`src/interval_timer_cfg.svh`:
```
// Register offsets, field positions, reset values and interrupt number of the interval timer
`ifndef INTERVAL_TIMER_CFG_SVH
`define INTERVAL_TIMER_CFG_SVH
`define CNT_WIDTH       15
`define SEL_WIDTH       3
`define MIN_TAP         7
`define IRQ_NUMBER      6'h1c
`define OFF_CONTROL     4'h0
`define OFF_STATUS      4'h4
`define OFF_MASK        4'h8
`define OFF_COUNT       4'hc
`define CTL_SEL_LSB     0
`define CTL_IE_BIT      3
`define CTL_OF_BIT      4
`define CTL_WATCHDOG_SOURCE_SELECT_BIT    5
`define CTL_CLR_BIT     6
`define CTL_RESET       32'h0000_0000
`define CTL_WMASK       32'h0000_003f
`define RESP_OKAY       2'h0
`define RESP_SLVERR     2'h2
`endif

```
`src/interval_timer_pkg.sv`:
```
// Types shared by the interval timer
package interval_timer_pkg;
   typedef enum logic [1:0] {
      WR_IDLE,
      WR_RESP
   } wr_state_t;
endpackage

```
`src/subclock_interval_timer.sv`:
```
// Subclock interval timer with AXI4-Lite register slave
`include "interval_timer_cfg.svh"

// Behaviour
// - 15-bit counter counts every subclock tick, wraps
// - Counts subclock only, ignoring system clock select
// - Eight intervals, 2^8 through 2^15 periods
// - Three-bit select picks carry-out counter bit
// - Interval reached sets overflow flag
// - Enable gates overflow flag onto interrupt request
// - Request goes to interrupt number 28
// - Outputs stabilisation wait and watchdog clock
// - Clear circuit zeroes whole counter
module subclock_interval_timer #(
   parameter int CNT_W = `CNT_WIDTH
) (
   // Clock and reset
   input  wire logic              clk,
   input  wire logic              rst_n,
   // Subclock tick from the oscillator domain
   input  wire logic              subclockTick,
   // AXI4-Lite write address and data
   input  wire logic [3:0]        s_axi_awaddr,
   input  wire logic              s_axi_awvalid,
   output      logic              s_axi_awready,
   input  wire logic [31:0]       s_axi_wdata,
   input  wire logic [3:0]        s_axi_wstrb,
   input  wire logic              s_axi_wvalid,
   output      logic              s_axi_wready,
   // AXI4-Lite write response
   output      logic [1:0]        s_axi_bresp,
   output      logic              s_axi_bvalid,
   input  wire logic              s_axi_bready,
   // AXI4-Lite read
   input  wire logic [3:0]        s_axi_araddr,
   input  wire logic              s_axi_arvalid,
   output      logic              s_axi_arready,
   output      logic [31:0]       s_axi_rdata,
   output      logic [1:0]        s_axi_rresp,
   output      logic              s_axi_rvalid,
   input  wire logic              s_axi_rready,
   // Interrupt and watchdog side
   output      logic              intervalIrq,
   output      logic [5:0]        intervalIrqNumber,
   output      logic              irq,
   output      logic              watchdogTick,
   output      logic              watchdogSourceSelect,
   output      logic              stabilizeDone
);

   logic                rstSync1;
   logic                rstSync2;
   logic                tickSync1;
   logic                tickSync2;
   logic                tickPrev;
   logic [CNT_W-1:0]    counter;
   logic [CNT_W-1:0]    next_counter;
   logic [2:0]          intervalSelect;
   logic                intervalIrqEnable;
   logic                intervalOverflowFlag;
   logic                clearCounter;
   logic [2:0]          status;
   logic [2:0]          mask;
   logic [3:0]          awAddr;
   logic [31:0]         wData;
   logic [3:0]          wStrb;
   logic                awHeld;
   logic                wHeld;
   interval_timer_pkg::wr_state_t wrState;

   // Reset release through two flops
   always_ff @(posedge clk or negedge rst_n) begin
      if (!rst_n) begin
         rstSync1 <= 1'b0;
         rstSync2 <= 1'b0;
      end else begin
         rstSync1 <= 1'b1;
         rstSync2 <= rstSync1;
      end
   end

   wire sysRst_n = rstSync2;

   // Subclock tick synchronised then edge detected
   always_ff @(posedge clk or negedge sysRst_n) begin
      if (!sysRst_n) begin
         tickSync1 <= 1'b0;
         tickSync2 <= 1'b0;
         tickPrev  <= 1'b0;
      end else begin
         tickSync1 <= subclockTick;
         tickSync2 <= tickSync1;
         tickPrev  <= tickSync2;
      end
   end

   wire countEn = tickSync2 & ~tickPrev;

   // Counter and interval detection
   assign next_counter = counter + 1'b1;
   wire [CNT_W-1:0] carryBits = counter & ~next_counter;
   wire [3:0]       tapIndex  = 4'(`MIN_TAP) + {1'b0, intervalSelect};
   wire             intervalHit = countEn & carryBits[tapIndex];

   always_ff @(posedge clk or negedge sysRst_n) begin
      if (!sysRst_n) begin
         counter <= '0;
      end else if (clearCounter) begin
         counter <= '0;
      end else if (countEn) begin
         counter <= next_counter;
      end
   end

   // Watchdog clock and stabilisation wait
   always_ff @(posedge clk or negedge sysRst_n) begin
      if (!sysRst_n) begin
         watchdogTick  <= 1'b0;
         stabilizeDone <= 1'b0;
      end else begin
         watchdogTick <= countEn & carryBits[CNT_W-1];
         if (clearCounter) begin
            stabilizeDone <= 1'b0;
         end else if (countEn & carryBits[CNT_W-1]) begin
            stabilizeDone <= 1'b1;
         end
      end
   end

   // Write decode
   wire wrFire   = awHeld & wHeld & (wrState == interval_timer_pkg::WR_IDLE);
   wire wrCtl    = wrFire & (awAddr == `OFF_CONTROL) & wStrb[0];
   wire wrMask   = wrFire & (awAddr == `OFF_MASK) & wStrb[0];
   wire wrMapped = (awAddr == `OFF_CONTROL) | (awAddr == `OFF_STATUS) |
                   (awAddr == `OFF_MASK) | (awAddr == `OFF_COUNT);
   wire flagClear = wrCtl & ~wData[`CTL_OF_BIT];

   assign clearCounter = wrCtl & wData[`CTL_CLR_BIT];

   // Control register
   always_ff @(posedge clk or negedge sysRst_n) begin
      if (!sysRst_n) begin
         intervalSelect       <= 3'(`CTL_RESET);
         intervalIrqEnable    <= 1'b0;
         watchdogSourceSelect <= 1'b0;
      end else if (wrCtl) begin
         intervalSelect       <= wData[`CTL_SEL_LSB +: 3];
         intervalIrqEnable    <= wData[`CTL_IE_BIT];
         watchdogSourceSelect <= wData[`CTL_WATCHDOG_SOURCE_SELECT_BIT];
      end
   end

   // Overflow flag, set wins over clear
   always_ff @(posedge clk or negedge sysRst_n) begin
      if (!sysRst_n) begin
         intervalOverflowFlag <= 1'b0;
      end else if (intervalHit) begin
         intervalOverflowFlag <= 1'b1;
      end else if (flagClear) begin
         intervalOverflowFlag <= 1'b0;
      end
   end

   assign intervalIrq       = intervalOverflowFlag & intervalIrqEnable;
   assign intervalIrqNumber = `IRQ_NUMBER;

   // Sticky status: interval, stabilisation, watchdog tick
   wire [2:0] events   = {watchdogTick, countEn & carryBits[CNT_W-1], intervalHit};
   wire       rdFire   = s_axi_arvalid & s_axi_arready;
   wire       rdStatus = rdFire & (s_axi_araddr == `OFF_STATUS);

   always_ff @(posedge clk or negedge sysRst_n) begin
      if (!sysRst_n) begin
         status <= '0;
         mask   <= '0;
      end else begin
         status <= events | (rdStatus ? 3'h0 : status);
         if (wrMask) begin
            mask <= wData[2:0];
         end
      end
   end

   assign irq = |(status & mask);

   // Write channel capture
   assign s_axi_awready = ~awHeld & (wrState == interval_timer_pkg::WR_IDLE);
   assign s_axi_wready  = ~wHeld & (wrState == interval_timer_pkg::WR_IDLE);

   always_ff @(posedge clk or negedge sysRst_n) begin
      if (!sysRst_n) begin
         awHeld  <= 1'b0;
         wHeld   <= 1'b0;
         awAddr  <= '0;
         wData   <= '0;
         wStrb   <= '0;
         wrState <= interval_timer_pkg::WR_IDLE;
         s_axi_bvalid <= 1'b0;
         s_axi_bresp  <= `RESP_OKAY;
      end else begin
         if (s_axi_awvalid & s_axi_awready) begin
            awHeld <= 1'b1;
            awAddr <= s_axi_awaddr;
         end
         if (s_axi_wvalid & s_axi_wready) begin
            wHeld <= 1'b1;
            wData <= s_axi_wdata;
            wStrb <= s_axi_wstrb;
         end
         case (wrState)
            interval_timer_pkg::WR_IDLE: begin
               if (wrFire) begin
                  awHeld       <= 1'b0;
                  wHeld        <= 1'b0;
                  s_axi_bvalid <= 1'b1;
                  s_axi_bresp  <= wrMapped ? `RESP_OKAY : `RESP_SLVERR;
                  wrState      <= interval_timer_pkg::WR_RESP;
               end
            end
            interval_timer_pkg::WR_RESP: begin
               if (s_axi_bready) begin
                  s_axi_bvalid <= 1'b0;
                  wrState      <= interval_timer_pkg::WR_IDLE;
               end
            end
            default: wrState <= interval_timer_pkg::WR_IDLE;
         endcase
      end
   end

   // Read channel
   wire [31:0] ctlRead = {25'h0, 1'b0, watchdogSourceSelect, intervalOverflowFlag,
                          intervalIrqEnable, intervalSelect};
   wire        rdMapped = (s_axi_araddr == `OFF_CONTROL) | (s_axi_araddr == `OFF_STATUS) |
                          (s_axi_araddr == `OFF_MASK) | (s_axi_araddr == `OFF_COUNT);
   wire [31:0] rdMux = (s_axi_araddr == `OFF_CONTROL) ? ctlRead :
                       (s_axi_araddr == `OFF_STATUS)  ? {29'h0, status} :
                       (s_axi_araddr == `OFF_MASK)    ? {29'h0, mask} :
                       (s_axi_araddr == `OFF_COUNT)   ? {17'h0, counter} : 32'h0;

   assign s_axi_arready = ~s_axi_rvalid;

   always_ff @(posedge clk or negedge sysRst_n) begin
      if (!sysRst_n) begin
         s_axi_rvalid <= 1'b0;
         s_axi_rdata  <= '0;
         s_axi_rresp  <= `RESP_OKAY;
      end else if (rdFire) begin
         s_axi_rvalid <= 1'b1;
         s_axi_rdata  <= rdMux;
         s_axi_rresp  <= rdMapped ? `RESP_OKAY : `RESP_SLVERR;
      end else if (s_axi_rready) begin
         s_axi_rvalid <= 1'b0;
      end
   end

endmodule

```
`config.mk`:
```
export PLATFORM = sky130hd
export DESIGN_NAME = subclock_interval_timer
export DESIGN_NICKNAME = d
export VERILOG_FILES = /design/src/interval_timer_pkg.sv /design/src/subclock_interval_timer.sv
export VERILOG_INCLUDE_DIRS = /design/src /design/src/src
export SDC_FILE = /design/constraint.sdc
export NUM_CORES = 1
export LEC_CHECK = 0
export BUFFER_PORTS_ARGS = -buffer_cell sky130_fd_sc_hd__buf_2
export CORE_AREA = 2 2 102 79
export CTS_CLUSTER_DIAMETER = 40
export DETAILED_ROUTE_END_ITERATION = 8
export DIE_AREA = 0 0 104 81
export GPL_TIMING_DRIVEN = 0
export PLACE_DENSITY_LB_ADDON = 0.05
export SETUP_SLACK_MARGIN = 0.2
export SYNTH_ARGS = -nofsm -noshare
export SYNTH_HDL_FRONTEND = slang
export SYNTH_SLANG_ARGS = --single-unit
```
`constraint.sdc`:
```
create_clock -name clk -period 4.3 [get_ports clk]
set_input_delay 0.215 -clock clk [delete_from_list [all_inputs] [get_ports clk]]
set_output_delay 0.215 -clock clk [all_outputs]
set_load 0.02 [all_outputs]
```
**Word-level counts from Yosys, hierarchy flattened**

Index checks and enable logic that the tools add are counted.
Widths: inputs -> output; s select.

- Input bits: 52
- Logic and storage cells: 111
- Output and inout bits: 52
- Register bits: 88

- $add $sub $neg: 2
- Equal/unequal tests: 9
- Bitwise logic cells: 33
- Magnitude comparators: 1
- Reductions and logical operators: 12
- Muxes and demuxes: 29

Operators with widths:

| cell | number |
|---|---|
| $mux 15 | 6 |
| $and 1x1->1 | 18 |
| $eq 4x4->1 const B | 4 |
| $add 15x1->15 const B | 1 |
| $and 15x15->15 | 1 |
| $mux 1 | 15 |
| $not 15->15 | 1 |
| $reduce_bool 2->1 | 5 |
| $eq 4x3->1 const B | 2 |
| $logic_not 4->1 | 2 |
| $mux 2 | 4 |
| $or 1x1->1 | 6 |
| $lt 4x5->1 const B | 1 |
| $not 1->1 | 5 |
| $add 3x3->4 const A | 1 |
| $bmux 1 s4 | 1 |
| $ne 2x2->1 const B | 2 |
| $pmux 2 s2 | 1 |
| $reduce_and 2->1 | 2 |
| $and 3x3->3 | 1 |
| $mux 3 | 1 |
| $or 3x3->3 | 1 |
| $reduce_and 3->1 | 1 |
| $reduce_or 3->1 | 1 |
| 3 further kinds | 3 |

**Longest topological paths before layout**

- Depth in word-level cells: 7
- Depth in mapped cells: 9
- Mapped depth without buffers: 9

**Worst setup path before layout**

OpenSTA, ideal clock, no wires.

- Kind: flip-flop to flip-flop
- From: reg counter[0]
- To: reg intervalOverflowFlag
- Setup slack: 2284 ps
- Setup time: 132 ps
- Stages on the path, launching flop included: 10
- Arrival time: 1884 ps
- Cell sequence: dfrtp_1 ha_1 nand3_1 nor2_1 and3_1 ha_1 mux4_2 nor2b_1 o21a_1 o32ai_1

- Longest elaborated chain between the ends: 7
- Elaborated cells between the ends (all ways): 8
- Classes of those cells: add/sub (1); mux (3); bitwise (3); reduce/logical (1)

Ends and longest elaborated chain:

| item | line | source |
|---|---|---|
| from (decl) | subclock_interval_timer.sv:56 | `logic [CNT_W-1:0] counter;` |
| from (signal assigned) | subclock_interval_timer.sv:111 | `counter <= next_counter;` |
| $add 15x1->15 | subclock_interval_timer.sv:100 | `assign next_counter = counter + 1'b1;` |
| $not 15->15 | subclock_interval_timer.sv:101 | `wire [CNT_W-1:0] carryBits = counter & ~next_counter;` |
| $and 15x15->15 (*) | subclock_interval_timer.sv:101 |  |
| $bmux 1 s4 (*) | subclock_interval_timer.sv:103 | `wire intervalHit = countEn & carryBits[tapIndex];` |
| $mux 1 (not written as such) (*) | subclock_interval_timer.sv:103 |  |
| $and 1x1->1 (*) | subclock_interval_timer.sv:103 |  |
| $mux 1 or $reduce_bool 2->1 (tied branches) | n/a |  |
| to (signal assigned) | subclock_interval_timer.sv:156 | `intervalOverflowFlag <= 1'b0;` |
| to (signal assigned) | subclock_interval_timer.sv:158 | `intervalOverflowFlag <= 1'b1;` |
| to (signal assigned) | subclock_interval_timer.sv:160 | `intervalOverflowFlag <= 1'b0;` |
| to (decl) | subclock_interval_timer.sv:60 | `logic intervalOverflowFlag;` |

Mark *: on every way between the ends. The rest lies on a longest branch, timed or not. The select of a mux whose other input is x is not followed.
A chain may end at the register's enable or synchronous reset.

**Final worst setup path**

- From: reg intervalSelect[0]
- To: reg intervalOverflowFlag

- Longest elaborated chain between the ends: 5
- Elaborated cells between the ends (all ways): 6
- Classes of those cells: add/sub (1); mux (3); bitwise (1); reduce/logical (1)

Ends and longest elaborated chain:

| item | line | source |
|---|---|---|
| from (decl) | subclock_interval_timer.sv:58 | `logic [2:0] intervalSelect;` |
| from (signal assigned) | subclock_interval_timer.sv:143 | `` intervalSelect <= 3'(`CTL_RESET); `` |
| from (signal assigned) | subclock_interval_timer.sv:147 | `` intervalSelect <= wData[`CTL_SEL_LSB +: 3]; `` |
| $add 3x3->4 (*) | subclock_interval_timer.sv:102 | `` wire [3:0] tapIndex = 4'(`MIN_TAP) + {1'b0, intervalSelect}; `` |
| $bmux 1 s4 (*) | subclock_interval_timer.sv:103 |  |
| $mux 1 (not written as such) (*) | subclock_interval_timer.sv:103 |  |
| $and 1x1->1 (*) | subclock_interval_timer.sv:103 |  |
| $mux 1 or $reduce_bool 2->1 (tied branches) | n/a |  |

Marked as above.

==> metrics.cfg <==
[finish]
drive_gt1_frac=0.330
layout_common_cells=dfrtp_1 (66), buf_2 (52), nand2_1 (35), buf_4 (26), conb_1 (26)
antenna_cells=0
utilization=0.528
fin_nets=438
final_common_cell=dfrtp_1
area_growth_pct=22.4
stdcell_count=481

[power]
clockPowerShare=0.280
pwr-share-comb=0.266
switching_share=0.330
p_int_mw=1.45
power-per-cell-area_nw_per_um2=540
ir_worst_vdd_mv=0.265
leakage_nw=2.09
total_power_mw=2.16
p_seq_frac=0.454
p_switching_mw=0.711

[critical_path]
r2r_slack_ns=2.00
crit_type=register to register
r2r-start=intervalSelect[0]
required_ns=4.51
arrival_ns=2.52
crit_fanout=10
rr_worst_depth=7
cp-end-kind=register
r2r_end=intervalOverflowFlag
cp-start-kind=register

[hold_path]
min_from=s_axi_rready
holdPathEnd=s_axi_rvalid
min-delay-path-class=input port to register
holdPathStages=2

[die]
rows=28
die_area_um2=8420
core_area_um2=7570
start_util=0.431
fp.dieH_um=81
die_x_um=104
io_pins=104

[clocking]
clock_latency_ns=0.34
clkTransAtPathRegs_ns=0.07
clock-sinks=67
htreeDepth=3
cts_buffers=9
clock_path_buffers=2
cts_root_buf=clkbuf_8
cts_setup_buffers=0
cts_tree=built

[sta]
final-hold-violation-count=0
timing.slew.headroom=0.450
maxSlewViolCount=0
fin_crit_sh=0.536
maxClockFrequency_mhz=434
finalSetupViolCount=0
fin_crit_ns=2.30
rsz0062_at_grt=no
setup-tns-final_ns=0
worst_pin_slew_ns=0.825
skew_ns=0.00764

[logic_synthesis]
synth_ff_type=dfrtp_1
synth_async_sr_flop_share=1.00
synth_edf_count=0
syn_area_um2=3260
syn_area_per_cell_um2=11.5
ys_ff_latch=67
netlist_instances=284
ys_warn_count=0
yosysSeqAreaShare=0.514
synth_cell_types=40

[placement]
placed_cells_incl_taps=463
port_buffers=50
gp_congestion=0.809
dp_hpwl_um=4810

[grt]
grt_pass1_wl_um=10600
grt_pass1_vias=2102
use_met2=0.230
grt_max_degree=66
met3_usage=0.0506
track_usage=0.164
grt.busiest_layer=met1
grt-ovfl-total=0
antenna_found_initial=0
met1_usage=0.239

[detailed_routing]
drtAntennaViolNets=0
first_pass_iters=4
via_per_inst=4.76
drt_iter0_markers=126
wire_per_inst_um=13.4
route.detailed.drc=0
vias=2288
routed_wl_um=6450

[outcome]
run_status=finished, final reports clean

[job]
maxCapViolations=0

[metal layers]
| metal | up-vias | share of wire |
|---|---|---|
| met1 | 1081 | 0.52 |
| met2 | 80 | 0.40 |
| met4 | 0 | 0.0096 |
| met3 | 8 | 0.068 |
| li1 | 1119 | - |
| met5 | - | 0 |
[synthesized netlist by cell type, types with 2 or more instances]
| library cell | number | area [µm²] |
|---|---|---|
| a222oi_1 | 4 | 40.0 |
| xnor2_1 | 2 | 17.5 |
| a21oi_1 | 17 | 85.1 |
| clkbuf_1 | 7 | 26.3 |
| dfrtp_1 | 67 | 1680 |
| a22o_1 | 12 | 105 |
| and2_1 | 4 | 25.0 |
| inv_1 | 12 | 45.0 |
| o21ai_0 | 4 | 20.0 |
| nor3_1 | 2 | 10.0 |
| nand2_1 | 35 | 131 |
| buf_4 | 26 | 195 |
| mux2_2 | 21 | 236 |
| conb_1 | 2 | 7.51 |
| nor3b_1 | 3 | 22.5 |
| and3_1 | 9 | 56.3 |
| nand3_1 | 3 | 15.0 |
| o21a_1 | 2 | 15.0 |
| ha_1 | 15 | 188 |
| nor2b_1 | 4 | 25.0 |
| nor2_1 | 7 | 26.3 |
| buf_2 | 2 | 10.0 |
| mux4_2 | 4 | 90.1 |
| a21o_1 | 3 | 22.5 |
| nand2b_1 | 2 | 12.5 |
[area by class of cell]
class                      count  area [µm²]
tap                          105         131
buffer                        36         251
fill                         697        3570
timing repair buffer          52         270
sequential                    67        1680
multi-input combinational    193        1380
clock buffer                  11         151
clock inverter                 5        83.8
inverter                      12        45.0
[sequential cells by signal, summed over array words and instances (netlist names), 3 cells and up]
| name | flops |
|---|---|
| wData | 7 |
| counter | 15 |
| awAddr | 4 |
| s_axi_rdata | 15 |
| status | 3 |
| intervalSelect | 3 |
| mask | 3 |
[critical path: stages (launching register included)]
cell	delay, ns
dfrtp_1	0.33
clkbuf_1	0.37
inv_1	0.11
ha_1	0.23
xnor2_1	0.35
mux2_2	0.38
a211oi_1	0.29
o32ai_1	0.12
[power by group through the flow]
stage / Sequential, mW / Combinational, mW / Clock, mW
floorplan: 0.965 / 0.425 / 0
global placement: 0.985 / 0.570 / 0
detailed placement: 0.992 / 0.576 / 0
CTS: 0.980 / 0.579 / 0.621
global route: 1.01 / 0.639 / 0.646
finish: 0.979 / 0.573 / 0.605
[logic make-up after synthesis]
kind of cell / after synthesis / share of synthesized area
AND/OR/NAND/NOR: 78 / 0.129
flip-flops: 67 / 0.514
buffers and inverters: 48 / 0.0909
AO/OA/AOI/OAI: 46 / 0.0982
multiplexers: 26 / 0.103
adder cells (fa/ha/maj): 15 / 0.0575
other: 2 / 0.00230
XOR/XNOR: 2 / 0.00537
[what timing repair did]
action | in CTS | in global routing
hold buffers | 2 | 0
resized for setup | 0 | 0
endpoints found under the hold margin | 3 | 0
[metrics by stage]
| stage | hold slack, ns | setup slack, ns | instance area [µm²] |
|---|---|---|---|
| 2_1_floorplan | -0.0806 | 2.28 | 3350 |
| 3_3_place_gp | 0.00115 | 1.48 | 3730 |
| 3_5_place_dp | 0.00140 | 2.00 | 3740 |
| 4_1_cts | 0.0384 | 1.99 | 3990 |
| 5_1_grt | 0.0604 | 1.82 | 3990 |
| 6_report | 0.0527 | 2.00 | 3990 |
[worst max path at each step]
stage	start	endpoint	slack [ns]	cells after the start
6_report	intervalSelect[0]	intervalOverflowFlag	2.00	7
5_1_grt	intervalSelect[0]	intervalOverflowFlag	1.82	7
4_1_cts	intervalSelect[0]	intervalOverflowFlag	1.99	7
3_5_place_dp	intervalSelect[0]	intervalOverflowFlag	2.00	7
3_3_place_gp	rstSync2	s_axi_rdata[8]	1.48	0
2_1_floorplan	counter[0]	intervalOverflowFlag	2.28	9
Power figures use the tool's default switching activity.
